`src/logic/thermal_cfg_pkg.sv`:
```
// Purpose: constants and helpers shared by the configuration register bank
// Assumes: 8-bit registers reached through an 8-bit address pointer
// Notes: temperatures arrive as signed whole degrees from the converter
package thermal_cfg_pkg;

   // pointer values of the registers held or served here
   localparam logic [7:0] PTR_LOCAL_HI = 8'h00;
   localparam logic [7:0] PTR_R1_HI = 8'h01;
   localparam logic [7:0] PTR_PRIMARY_RD = 8'h03;
   localparam logic [7:0] PTR_PRIMARY_WR = 8'h09;
   localparam logic [7:0] PTR_R1_LO = 8'h10;
   localparam logic [7:0] PTR_LOCK_CFG = 8'h24;
   localparam logic [7:0] PTR_R2_HI = 8'h30;
   localparam logic [7:0] PTR_R2_LO = 8'h33;

   // primary_configuration field positions
   localparam int ALERT_MASK_BIT = 7;
   localparam int STANDBY_BIT = 6;
   localparam int PIN_ROLE_BIT = 5;
   localparam int REMOTE_VIEW_BIT = 3;
   localparam int RANGE_BIT = 2;
   localparam int R1_SUPPRESS_BIT = 1;
   localparam int R2_SUPPRESS_BIT = 0;
   // lock_configuration field position
   localparam int LOCK_BIT = 7;

   // writable bits; bit 4 and lock bits 6..0 are reserved
   localparam logic [7:0] PRIMARY_WR_MASK = 8'hEF;
   localparam logic [7:0] UNLOCKED_ONLY_MASK = 8'h08;

   // reset values
   localparam logic [7:0] PRIMARY_RESET = 8'h00;
   localparam logic [7:0] LOCK_CFG_RESET = 8'h00;
   localparam logic [7:0] RESULT_RESET = 8'h00;

   // data format figures
   localparam logic signed [9:0] EXT_OFFSET = 10'sh040;
   localparam logic signed [9:0] DEFAULT_MAX = 10'sh07F;
   localparam logic signed [9:0] EXT_MAX = 10'sh0FF;

   // whole degrees to the reported high byte in the selected range
   function automatic logic [7:0] format_high(
      input logic signed [9:0] degrees,
      input logic extended);
      logic signed [10:0] shifted;
      logic signed [9:0] top;
      // one spare bit so the +64 offset cannot wrap near full scale
      shifted = extended ? 11'(degrees) + 11'(EXT_OFFSET) : 11'(degrees);
      top = extended ? EXT_MAX : DEFAULT_MAX;
      if (shifted < 11'sh000) begin
         format_high = 8'h00;
      end else if (shifted > 11'(top)) begin
         format_high = top[7:0];
      end else begin
         format_high = shifted[7:0];
      end
   endfunction : format_high

   // quarter degrees sit in the two upper bits of the low byte
   function automatic logic [7:0] format_low(input logic [1:0] quarters);
      format_low = {quarters, 6'h00};
   endfunction : format_low

endpackage : thermal_cfg_pkg

```
`src/logic/result_view_if.sv`:
```
// Purpose: carries captured result bytes from capture stage to read mux
// Assumes: single clock domain
// Notes: producer owns every byte
`timescale 1ns/1ns
interface result_view_if;
   logic [7:0] local_hi;
   logic [7:0] r1_hi;
   logic [7:0] r1_lo;
   logic [7:0] r2_hi;
   logic [7:0] r2_lo;

   modport producer (output local_hi, r1_hi, r1_lo, r2_hi, r2_lo);
   modport consumer (input local_hi, r1_hi, r1_lo, r2_hi, r2_lo);
endinterface : result_view_if

```
`src/logic/result_capture.sv`:
```
// Purpose: latches conversion results in the format of the active range
// Assumes: conv_done is a one-cycle pulse on core_clk
// Notes: range is sampled at capture, so a range change shows at the next conversion
`timescale 1ns/1ns
module result_capture
   import thermal_cfg_pkg::*;
(
   input wire logic core_clk,
   input wire logic rst,
   input wire logic conv_done,
   input wire logic extended,
   input wire logic signed [9:0] local_deg,
   input wire logic signed [9:0] r1_deg,
   input wire logic [1:0] r1_quarters,
   input wire logic signed [9:0] r2_deg,
   input wire logic [1:0] r2_quarters,
   result_view_if.producer view
);

   logic [7:0] local_hi;
   logic [7:0] r1_hi;
   logic [7:0] r1_lo;
   logic [7:0] r2_hi;
   logic [7:0] r2_lo;
   logic [7:0] next_local_hi;
   logic [7:0] next_r1_hi;
   logic [7:0] next_r1_lo;
   logic [7:0] next_r2_hi;
   logic [7:0] next_r2_lo;

   // new bytes only on a finished conversion; limits are never touched
   always_comb begin
      next_local_hi = local_hi;
      next_r1_hi = r1_hi;
      next_r1_lo = r1_lo;
      next_r2_hi = r2_hi;
      next_r2_lo = r2_lo;
      if (conv_done) begin
         next_local_hi = format_high(local_deg, extended);
         next_r1_hi = format_high(r1_deg, extended);
         next_r1_lo = format_low(r1_quarters);
         next_r2_hi = format_high(r2_deg, extended);
         next_r2_lo = format_low(r2_quarters);
      end
   end

   always_ff @(posedge core_clk or posedge rst) begin
      if (rst) begin
         local_hi <= RESULT_RESET;
         r1_hi <= RESULT_RESET;
         r1_lo <= RESULT_RESET;
         r2_hi <= RESULT_RESET;
         r2_lo <= RESULT_RESET;
      end else begin
         local_hi <= next_local_hi;
         r1_hi <= next_r1_hi;
         r1_lo <= next_r1_lo;
         r2_hi <= next_r2_hi;
         r2_lo <= next_r2_lo;
      end
   end

   assign view.local_hi = local_hi;
   assign view.r1_hi = r1_hi;
   assign view.r1_lo = r1_lo;
   assign view.r2_hi = r2_hi;
   assign view.r2_lo = r2_lo;

endmodule : result_capture

```
`src/logic/thermal_monitor_config_regs.sv`:
```
// Purpose: configuration and lock registers of a three-channel monitor
// Assumes: the serial engine presents pointer, write strobe and data on
//          core_clk; limit comparison runs outside and feeds level flags
// Notes: pins are open-drain, driven low when the matching _oe_n is low
//
// Function
// primary configuration read at pointer 0x03, written at 0x09, same bits.
// bit 7 set suppresses every alert output assertion; resets to 0.
// global alert mask acts only while shared pin is the alert output.
// bit 6 set enters standby, suspending conversions; resets to 0.
// in standby registers stay accessible and output pins stay live.
// limit writes in standby re-evaluate overtemp and alert outputs.
// bit 5 picks shared pin role: 0 alert, 1 second overtemp.
// bit 3 set shows second remote values at first remote locations.
// remote view select stays writable while lock is set.
// bit 2 picks range: 0 default 0..127, 1 extended.
// bit 1 set suppresses alerts from first remote channel.
// bit 0 set suppresses alerts from second remote channel.
// lock configuration at pointer 0x24; bits 6..0 reserved.
// writing 1 to lock bit 7 freezes lockable registers.
// lock cannot be cleared by writes; only power-on reset clears.
// extended range reports high bytes offset by +64, else binary.
// new format appears at next conversion; limits unchanged.
// with view select set, second remote high at 0x01, low 0x10.
// reserved bits read zero and ignore writes.
// primary bits except view select are lockable.
`timescale 1ns/1ns
module thermal_monitor_config_regs
   import thermal_cfg_pkg::*;
(
   input wire logic core_clk,
   input wire logic rst,
   input wire logic [7:0] reg_ptr,
   input wire logic reg_wr,
   input wire logic [7:0] reg_wr_data,
   output logic [7:0] reg_rd_data,
   input wire logic conv_done,
   input wire logic signed [9:0] local_deg,
   input wire logic signed [9:0] r1_deg,
   input wire logic [1:0] r1_quarters,
   input wire logic signed [9:0] r2_deg,
   input wire logic [1:0] r2_quarters,
   input wire logic local_out_of_limit,
   input wire logic r1_out_of_limit,
   input wire logic r2_out_of_limit,
   input wire logic overtemp_hit,
   input wire logic second_overtemp_hit,
   output logic conversions_suspended,
   output logic extended_range,
   output logic remote_view_second,
   output logic overtemp_out_n,
   output logic overtemp_oe_n,
   output logic shared_pin_out,
   output logic shared_pin_oe_n
);

   ////////////////////////////////////////////////////////////////////
   // configuration storage

   logic [7:0] primary_configuration;
   logic [7:0] lock_configuration;
   logic [7:0] next_primary;
   logic [7:0] next_lock;
   logic locked;
   logic [7:0] wr_allowed;

   assign locked = lock_configuration[LOCK_BIT];

   // view select is exempt from locking so a locked part stays readable
   always_comb begin
      wr_allowed = locked ? UNLOCKED_ONLY_MASK : PRIMARY_WR_MASK;
      next_primary = primary_configuration;
      next_lock = lock_configuration;
      // writes are served in standby as well
      if (reg_wr && reg_ptr == PTR_PRIMARY_WR) begin
         next_primary = (primary_configuration & ~wr_allowed)
                      | (reg_wr_data & wr_allowed);
      end
      // lock only ever sets; a written 0 is ignored
      if (reg_wr && reg_ptr == PTR_LOCK_CFG && reg_wr_data[LOCK_BIT]) begin
         next_lock[LOCK_BIT] = 1'b1;
      end
   end

   // only the power-on reset returns the lock to 0
   always_ff @(posedge core_clk or posedge rst) begin
      if (rst) begin
         primary_configuration <= PRIMARY_RESET;
         lock_configuration <= LOCK_CFG_RESET;
      end else begin
         primary_configuration <= next_primary;
         lock_configuration <= next_lock;
      end
   end

   ////////////////////////////////////////////////////////////////////
   // result capture in the active format

   result_view_if results ();

   result_capture u_capture (
      .core_clk(core_clk),
      .rst(rst),
      .conv_done(conv_done && !primary_configuration[STANDBY_BIT]),
      .extended(primary_configuration[RANGE_BIT]),
      .local_deg(local_deg),
      .r1_deg(r1_deg),
      .r1_quarters(r1_quarters),
      .r2_deg(r2_deg),
      .r2_quarters(r2_quarters),
      .view(results.producer)
   );

   ////////////////////////////////////////////////////////////////////
   // read data, one cycle after the pointer

   logic [7:0] next_rd_data;
   logic view_second;

   assign view_second = primary_configuration[REMOTE_VIEW_BIT];

   // unknown pointers read 0 here; the serial engine merges other banks
   always_comb begin
      next_rd_data = 8'h00;
      unique case (reg_ptr)
         PTR_PRIMARY_RD: next_rd_data = primary_configuration;
         PTR_LOCK_CFG: next_rd_data = lock_configuration;
         PTR_LOCAL_HI: next_rd_data = results.local_hi;
         PTR_R1_HI: next_rd_data = view_second ? results.r2_hi
                                               : results.r1_hi;
         PTR_R1_LO: next_rd_data = view_second ? results.r2_lo
                                               : results.r1_lo;
         PTR_R2_HI: next_rd_data = results.r2_hi;
         PTR_R2_LO: next_rd_data = results.r2_lo;
         default: next_rd_data = 8'h00;
      endcase
   end

   always_ff @(posedge core_clk or posedge rst) begin
      if (rst) begin
         reg_rd_data <= 8'h00;
      end else begin
         reg_rd_data <= next_rd_data;
      end
   end

   ////////////////////////////////////////////////////////////////////
   // pin drive and control outputs

   logic alert_cause;
   logic alert_active;
   logic next_overtemp_oe_n;
   logic next_shared_oe_n;

   // limit flags are levels, so a limit rewritten in standby shows at once
   always_comb begin
      alert_cause = local_out_of_limit
         | (r1_out_of_limit & ~primary_configuration[R1_SUPPRESS_BIT])
         | (r2_out_of_limit & ~primary_configuration[R2_SUPPRESS_BIT]);
      alert_active = alert_cause & ~primary_configuration[ALERT_MASK_BIT];
      next_overtemp_oe_n = ~overtemp_hit;
      if (primary_configuration[PIN_ROLE_BIT]) begin
         next_shared_oe_n = ~second_overtemp_hit;
      end else begin
         next_shared_oe_n = ~alert_active;
      end
   end

   always_ff @(posedge core_clk or posedge rst) begin
      if (rst) begin
         overtemp_oe_n <= 1'b1;
         shared_pin_oe_n <= 1'b1;
         conversions_suspended <= 1'b0;
         extended_range <= 1'b0;
         remote_view_second <= 1'b0;
      end else begin
         overtemp_oe_n <= next_overtemp_oe_n;
         shared_pin_oe_n <= next_shared_oe_n;
         conversions_suspended <= next_primary[STANDBY_BIT];
         extended_range <= next_primary[RANGE_BIT];
         remote_view_second <= next_primary[REMOTE_VIEW_BIT];
      end
   end

   // open-drain pins only ever pull low; level is held at 0 and the _oe_n enable decides the drive
   always_ff @(posedge core_clk or posedge rst) begin
      if (rst) begin
         overtemp_out_n <= 1'b0;
         shared_pin_out <= 1'b0;
      end else begin
         overtemp_out_n <= 1'b0;
         shared_pin_out <= 1'b0;
      end
   end

endmodule : thermal_monitor_config_regs

```
`config.mk`:
```
export PLATFORM = sky130hd
export DESIGN_NAME = thermal_monitor_config_regs
export DESIGN_NICKNAME = d
export VERILOG_FILES = /design/src/logic/thermal_cfg_pkg.sv /design/src/logic/result_view_if.sv /design/src/logic/result_capture.sv /design/src/logic/thermal_monitor_config_regs.sv
export SDC_FILE = /design/constraint.sdc
export NUM_CORES = 1
export LEC_CHECK = 0
export BUFFER_PORTS_ARGS = -buffer_cell sky130_fd_sc_hd__buf_2
export CORE_ASPECT_RATIO = 2
export CORE_MARGIN = 2
export CORE_UTILIZATION = 51
export CTS_CLUSTER_SIZE = 10
export DETAILED_ROUTE_END_ITERATION = 16
export PLACE_DENSITY = 0.78
export SLEW_MARGIN = 10
export SYNTH_ARGS = -nofsm -noshare
export SYNTH_HDL_FRONTEND = slang
export SYNTH_SLANG_ARGS = --single-unit
```
`constraint.sdc`:
```
create_clock -name core_clk -period 2 [get_ports core_clk]
set_input_delay 0.4 -clock core_clk [delete_from_list [all_inputs] [get_ports core_clk]]
set_output_delay 0.4 -clock core_clk [all_outputs]
set_load 0.01 [all_outputs]
```
* Yosys cells after proc, flatten, opt, wreduce, memory -nomap -nowiden
Index checks and enable logic that the tools add are counted.
** Storage, ports and cells
- Register bits :: 50
- Input bits :: 59
** Operators by class
- Add/sub/neg operators :: 3
- $lt $le $gt $ge :: 6
- Equality and inequality tests :: 7
- Muxes and demuxes :: 16
- Bitwise operators :: 15
- Reductions and logical operators :: 6
** Operators with widths (number)
- 2-to-1 mux 8 bit :: 10
- case mux 8 bit (7 select lines) :: 1
- adder 10 x 8 -> 11 bit (second input constant) :: 3
- less-than comparator 11 x 1 -> 1 bit (second input constant) :: 3
- 2-to-1 mux 11 bit :: 3
- == test 8 x 6 -> 1 bit (second input constant) :: 3
- > comparator 11 x 10 -> 1 bit :: 2
- bitwise AND 8 bit :: 2
- > comparator 11 x 9 -> 1 bit :: 1
- == test 8 x 1 -> 1 bit (second input constant) :: 1
- == test 8 x 2 -> 1 bit (second input constant) :: 1
- == test 8 x 4 -> 1 bit (second input constant) :: 1
- == test 8 x 5 -> 1 bit (second input constant) :: 1
- zero test 8 bit :: 1
- inverter 8 bit :: 1
- OR 8 bit :: 1
- 2-to-1 mux 7 bit :: 1
- inverter 1 bit :: 6
- logical AND 1 bit :: 4
- bitwise AND 1 bit :: 3
- OR 1 bit :: 2
- zero test 1 bit :: 1
- 2-to-1 mux 1 bit :: 1

* Logic depth before layout (Yosys ltp)
Gate-level depths: netlist of the first run.
- Word-level depth :: 7
- Mapped depth :: 6
- Mapped depth without buffers :: 5

* Cells and area by module
A second synthesis of the first run with hierarchy kept.
** Unflattened totals
- Cells, all modules :: 275
- Area total of the unflattened synthesis :: 2811.4 um^2
** Modules (own cells, without submodules)
- result_capture :: instances 1, cells each 143, area an instance 1471.4 um^2, sequential area each 700.7 um^2
- thermal_monitor_config_regs :: instances 1, cells each 132, area an instance 1340.0 um^2, sequential area each 452.9 um^2

* Worst setup path before layout of the first run
Ideal clock, no wire load.
- Path type :: register to register
- From :: reg with a tool-made name
- To :: reg u_capture.local_hi[6] (netlist: u_capture.view.local_hi[6])
- Setup time :: 0.126 ns
- Arrival time :: 1.610 ns
- Data required time :: 1.874 ns
- Path slack :: 0.264 ns
- Cell stages (with the launch flop) :: 6
- Clock period less this slack :: 1.736 ns
- Cell sequence :: dfrtp_1 > buf_6 > or4_4 > and2_0 > o211a_2 > a221o_1
** RTL lines
- to (signal assigned) :: RTL line result_capture.sv:55 : local_hi <= next_local_hi;
- to (decl) :: RTL line result_capture.sv:20 : logic [7:0] local_hi;

==> out/metrics.cfg, run 1 <==
[outcome]
status=finished, final reports clean

[sta]
post-route-min-period_ns=1.784
timing.fmax_mhz=560.6
slew_violations=0
worst_pin_slew_ns=0.5793
period_share_pct=89.20
max_slew_margin_pct=61.14
hold_ws_ns=0.06806
hold_viol_final=0
rsz0062_at_grt=no
setup_viol=0
skew_ns=0.007320
final.setup.tns_ns=0

[die]
core_mm2=0.004598
start_util_pct=52.52
die_y_um=101.3
dieArea_mm2=0.005334
fp.dieW_um=52.66
rows=35
num_io_pins=74

[worst_setup_path]
critPathMaxFanout=9
end_kind=register
crit_required_ns=2.24
regToRegEndpoint=u_capture.view.r1_hi[6]
startpoint_type=register
worstPathArrival_ns=2.02
reg2reg_setup_slack_ns=0.22
rr_worst_depth=4
crit_type=register to register

[layout]
num_antenna_cells=0
syn2layout_area_growth_pct=22.69
final_common_cell=buf_2
utilization_pct=64.44
mostFrequentLayoutCells=buf_2 (70), dfrtp_1 (44), a221o_1 (18)
drive_gt1_share_pct=36.84
nFillCells=419
fin_nets=365
final-instance-count-excl-fill=359

[clock_network]
clock_sinks=46
clockBufferDepth=2
cts-root-buf=clkbuf_8
numCtsBuffers=5
clk_pin_slew_ns=0.09
post-cts-setup-buffers=0
cts_max_level=2
tritoncts=built
postCtsHoldBufs=0
clock_latency_ns=0.30
post_cts_resized=0

[synth]
ys_seq_elements=46
synthCells=227
synthTopCellsByArea=dfrtp_1 (46%), a221o_1 (7.5%), mux2_2 (6.1%)
synth.distinct_cells=45
netlist_area_mm2=0.002415
ys_seq_area_share_pct=47.77
yosys_warnings=0
async_flop_share_pct=100.0
avgSynthCellArea_um2=10.64
synth_ff_type=dfrtp_1
synth_edf_count=0
netlist.area_leader.share_pct=45.60
synth_area_leader_cell=dfrtp_1

[grt]
grt_first_pass_wirelength_mm=9.404
track_usage_pct=23.81
grt_start_max_net_pins=22
antenna_found_initial=0
grt-ovfl-total=0
grt_pass1_vias=2102

[route]
met3_length_um=182
drtAntennaViolNets=0
highest_layer=met4
vias=2109
wl_met1_mm=2.034
wl_per_cell_um=15.79
drc=0
wl_mm=5.670
first_pass_iters=4
drt_iter0_markers=60
viasPerCell=5.875
wl_met2_mm=3.209

[placed_design]
dpl.cell_count=351
dp_hpwl_mm=4.615
port_buffers=70
gp_congestion=0.8792

[pwr]
leakage_nw=1.387
power.density_mw_per_mm2=658.8
p_sw_w=0.0005377
pwr-share-seq_pct=53.8
ir_worst_vdd_v=0.0004052
intPower_w=0.001414
comb_power_share_pct=16.5
power.total_w=0.001952
p_clk_share_pct=29.6
switching_share_pct=27.55

[flow_run]
cap_viol_max_count=0

[worst_hold_path]
hp-class=input pin to async pin

==> cell type report <==
cell class	count	area (µm²)	area share, %
timing repair buffer	80	450.4	15.20
inverter	6	22.52	0.7601
multi-input combinational	164	1174	39.61
sequential	46	1154	38.94
clock inverter	3	25.02	0.8446
tap	55	68.82	2.323
clock buffer	5	68.82	2.323
==> worst max path at each step <==
stage	startpoint	slack, ns	endpoint
after floorplan	register	0.26	u_capture.view.local_hi[6]
after global placement	reg_ptr[4]	0.20	register
after detailed placement	reg_ptr[4]	0.17	register
after CTS	register	0.19	u_capture.view.r1_hi[6]
after global routing	register	0.07	u_capture.view.r1_hi[6]
final	register	0.22	u_capture.view.r1_hi[6]
==> routing by layer <==
layer  up-vias  global-route usage, %
met5         -                      0
li1       1015                      -
met1      1021                  23.76
met2        59                  44.13
met4         0                  14.40
met3        14                  3.097
==> through the flow <==
step | area [µm²] | worst slack, ns
6_report | 2963 | 0.2160
5_1_grt | 2963 | 0.06871
4_1_cts | 2963 | 0.1922
3_5_place_dp | 2869 | 0.1663
3_3_place_gp | 2869 | 0.2036
2_1_floorplan | 2419 | 0.2638
==> worst max-delay path, stage by stage (launching register included) <==
cell and delay, ns:
dfrtp_1 0.42, nand2b_1 0.37, a21oi_2 0.42, o211a_2 0.36
a221o_1 0.15
==> power groups by stage <==
stage	Clock, W	Sequential [W]	Combinational (W)
finish	0.000579	0.00105	0.000322
global route	0.000631	0.00106	0.000358
CTS	0.000593	0.00105	0.000326
detailed placement	0	0.00107	0.000323
global placement	0	0.00107	0.000314
floorplan	0	0.00105	0.000194
==> Yosys cell counts (3+ instances only) <==
master / instances
clkbuf_1: 7
o21ai_0: 10
a21oi_1: 11
a21boi_0: 4
dfrtp_1: 44
nand3_1: 7
nor4_1: 8
ha_1: 3
nand2b_1: 5
a22oi_1: 4
o21bai_1: 5
xor2_1: 3
inv_1: 6
nor2b_1: 3
o22ai_1: 3
a221o_1: 18
nor3_1: 4
mux2_2: 13
mux2i_1: 4
nand2_1: 16
nor2_1: 11
==> cells by family after synthesis <==
kind of cell	Yosys count	synth area share [%]
AOI/OAI and AO/OA	69	21.71
xor gates and xnor gates	3	1.088
DFF	46	47.77
adders and majority gates	3	1.555
buffers and inverters	18	3.782
other	1	0.1553
and+or+nand+nor	70	16.22
muxes	17	7.720
Power figures use the tool's default switching activity.
==> inputs of run 2 (changes only) <==
--- a/config.mk
+++ b/config.mk
@@ -5,13 +5,14 @@
 export SDC_FILE = /design/constraint.sdc
 export NUM_CORES = 1
 export LEC_CHECK = 0
+export ABC_AREA = 1
 export BUFFER_PORTS_ARGS = -buffer_cell sky130_fd_sc_hd__buf_2
 export CORE_ASPECT_RATIO = 2
 export CORE_MARGIN = 2
-export CORE_UTILIZATION = 51
+export CORE_UTILIZATION = 52
 export CTS_CLUSTER_SIZE = 10
 export DETAILED_ROUTE_END_ITERATION = 16
-export PLACE_DENSITY = 0.78
+export PLACE_DENSITY = 0.79
 export SLEW_MARGIN = 10
 export SYNTH_ARGS = -nofsm -noshare
 export SYNTH_HDL_FRONTEND = slang
==> out/metrics.cfg, run 2 <==
[outcome]
status=finished, final reports clean  ; unchanged

[die]
rows=36  ; was 35
fp.dieW_um=53.66  ; was 52.66 µm
dieArea_mm2=0.005544  ; was 0.005334 mm²
num_io_pins=74  ; unchanged
start_util_pct=53.22  ; was 52.52%
die_y_um=103.3  ; was 101.3 µm
core_mm2=0.004820  ; was 0.004598 mm²

[placed_design]
gp_congestion=0.9010  ; was 0.8792
dp_hpwl_mm=5.247  ; was 4.615 mm
dpl.cell_count=467  ; was 351
port_buffers=70  ; unchanged

[sta]
final.setup.tns_ns=0  ; unchanged
max_slew_margin_pct=56.08  ; was 61.14%
timing.fmax_mhz=589.8  ; was 560.6 MHz
worst_pin_slew_ns=0.6547  ; was 0.5793 ns
skew_ns=0.007203  ; was 0.007320 ns
hold_ws_ns=0.09904  ; was 0.06806 ns
period_share_pct=84.77  ; was 89.20%
slew_violations=0  ; unchanged
rsz0062_at_grt=no  ; unchanged
post-route-min-period_ns=1.695  ; was 1.784 ns
hold_viol_final=0  ; unchanged
setup_viol=0  ; unchanged

[worst_setup_path]
critPathMaxFanout=18  ; was 9
path_cells=buf_2  ; was nand2b_1, a21oi_2, o211a_2, a221o_1
startpoint_type=register  ; unchanged
worstPathArrival_ns=1.30  ; was 2.02 ns
startpoint=primary_configuration[3]
slowest_delay_ns=0.75  ; was 0.42 ns
cp_num_buf_inv=1  ; was 0
end_kind=output pin  ; was register
slowest_stage=dfrtp_1  ; unchanged
cpLargestDelayFamily=flip-flops  ; was compound AO/OA/AOI/OAI gates
crit_required_ns=1.60  ; was 2.24 ns
crit_type=register to output pin  ; was register to register

[clock_network]
clk_pin_slew_ns=0.09  ; about the same
cts-root-buf=clkbuf_8  ; unchanged
tritoncts=built  ; unchanged
postCtsHoldBufs=0  ; unchanged
clock_sinks=46  ; unchanged
post_cts_resized=0  ; unchanged
post-cts-setup-buffers=0  ; unchanged
cts_max_level=2  ; unchanged
numCtsBuffers=5  ; unchanged
clockBufferDepth=2  ; unchanged
clock_latency_ns=0.29  ; was 0.30 ns

[layout]
multi_input_area_mm2=0.001215  ; was 0.001174 mm²
nFillCells=437  ; was 419
num_antenna_cells=0  ; unchanged
final-instance-count-excl-fill=475  ; was 359
fin_nets=479  ; was 365
regArea_mm2=0.001154  ; unchanged
drive_gt1_share_pct=23.92  ; was 36.84%
final_common_cell=nand2_1  ; was buf_2
syn2layout_area_growth_pct=21.02  ; was 22.69%
mostFrequentLayoutCells=nand2_1 (112), buf_2 (70), dfrtp_1 (44)  ; was buf_2 (70), dfrtp_1 (44), a221o_1 (18)

[pwr]
pwr-share-seq_pct=51.5  ; was 53.8%
comb_power_share_pct=11.7  ; was 16.5%
power.density_mw_per_mm2=605.0  ; was 658.8 mW/mm²
p_clk_share_pct=36.7  ; was 29.6%
switching_share_pct=24.53  ; was 27.55%
p_sw_w=0.0004607  ; was 0.0005377 W
leakage_nw=1.733  ; was 1.387 nW
ir_worst_vdd_v=0.0005591  ; was 0.0004052 V
intPower_w=0.001417  ; was 0.001414 W

[synth]
netlist.area_leader.share_pct=42.93  ; was 45.60%
netlist_area_mm2=0.002565  ; was 0.002415 mm²
avgSynthCellArea_um2=7.500  ; was 10.64 µm²
synth.distinct_cells=34  ; was 45
post-synth-top-count-cell=nand2_1  ; was dfrtp_1
async_flop_share_pct=100.0  ; unchanged
synth_area_leader_cell=dfrtp_1  ; unchanged
synth_edf_count=0  ; unchanged
synthCells=342  ; was 227
ys_seq_area_share_pct=44.98  ; was 47.77%
synth_top_cells_by_count=nand2_1 (112), dfrtp_1 (44), inv_1 (37), o21ai_0 (32), nor2_1 (25)  ; was dfrtp_1 (44), a221o_1 (18), nand2_1 (16), mux2_2 (13)
synth_ff_type=dfrtp_1  ; unchanged
synthTopCellsByArea=dfrtp_1 (43%), nand2_1 (16%), o21ai_0 (6.2%)  ; was dfrtp_1 (46%), a221o_1 (7.5%), mux2_2 (6.1%)
yosys_warnings=0  ; unchanged
ys_seq_elements=46  ; unchanged

[route]
drt_iter0_markers=52  ; was 60
highest_layer=met4  ; unchanged
wl_mm=6.475  ; was 5.670 mm
wl_met1_mm=2.386  ; was 2.034 mm
first_pass_iters=5  ; was 4
drtAntennaViolNets=0  ; unchanged
met3_length_um=208  ; was 182 µm
viasPerCell=5.160  ; was 5.875
drc=0  ; unchanged
wl_per_cell_um=13.63  ; was 15.79 µm
wl_met2_mm=3.744  ; was 3.209 mm
vias=2451  ; was 2109

[flow_run]
cap_viol_max_count=0  ; unchanged

[grt]
grt_pass1_vias=2368  ; was 2102
grt_first_pass_wirelength_mm=10.59  ; was 9.404 mm
grt_start_max_net_pins=31  ; was 22
grt-ovfl-total=0  ; unchanged
antenna_found_initial=0  ; unchanged
track_usage_pct=26.02  ; was 23.81%

[worst_hold_path]
hp-class=input pin to async pin  ; unchanged

==> run 2: changes by cell type after synthesis, moves of 14 or more <==
cell | previous run | this run
inv_1 | 6 | 37
a221o_1 | 18 | 0
nand3_1 | 7 | 23
nand2_1 | 16 | 112
nor2_1 | 11 | 25
o21ai_0 | 10 | 32
==> run 2: cells by family after synthesis <==
group | synth area share (%)
xor gates and xnor gates | 2.293
AOI/OAI and AO/OA | 11.95
other | 0.1462
DFF | 44.98
and+or+nand+nor | 30.19
adders and majority gates | 1.464
buffers and inverters | 7.804
muxes | 1.171
==> run 2: path summary, 6_finish.rpt <==
check	to	slack (ns)	depth (start not counted)
max reg2reg	u_capture.view.local_hi[0]	0.41	7
max	remote_view_second	0.30	1
min in group core_clk	overtemp_oe_n	0.21	2
min	reg_rd_data[0]	0.1	2
min reg2reg	u_capture.view.r2_hi[2]	0.50	2
max in group asynchronous	u_capture.view.local_hi[3]	1.38	3
==> run 2: power groups by stage <==
stage               sequential [W]  clock [W]  combinational (W)
floorplan                 0.000979          0           0.000126
global placement          0.000984          0           0.000215
detailed placement        0.000986          0           0.000222
CTS                       0.000967   0.000698           0.000223
global route              0.000970   0.000734           0.000252
finish                    0.000968   0.000690           0.000221
==> run 2: area by class of cell <==
cell class	instances	area share, %
Clock buffer	6	2.338
Inverter	39	4.716
Sequential cell	46	37.16
Timing Repair Buffer	76	13.14
Clock inverter	2	1.209
Tap cell	57	2.297
Multi-Input combinational cell	249	39.14
==> run 2: through the flow <==
stage	util [%]	area (µm²)	setup slack [ns]	power [W]
final	64.41	3104	0.3047	0.001878
after global routing	64.41	3104	0.2478	0.001956
after CTS	64.41	3104	0.3108	0.001888
after detailed placement	62.12	2994	0.3277	0.001207
after global placement	62.12	2994	0.3603	0.001199
after floorplan	-	2569	0.5155	0.001105
==> run 2: metal layers <==
metal | GRT usage (%) | vias up
met5 | 0 | -
met1 | 28.14 | 1129
met4 | 8.481 | 0
met3 | 2.155 | 10
li1 | - | 1242
met2 | 50.19 | 70
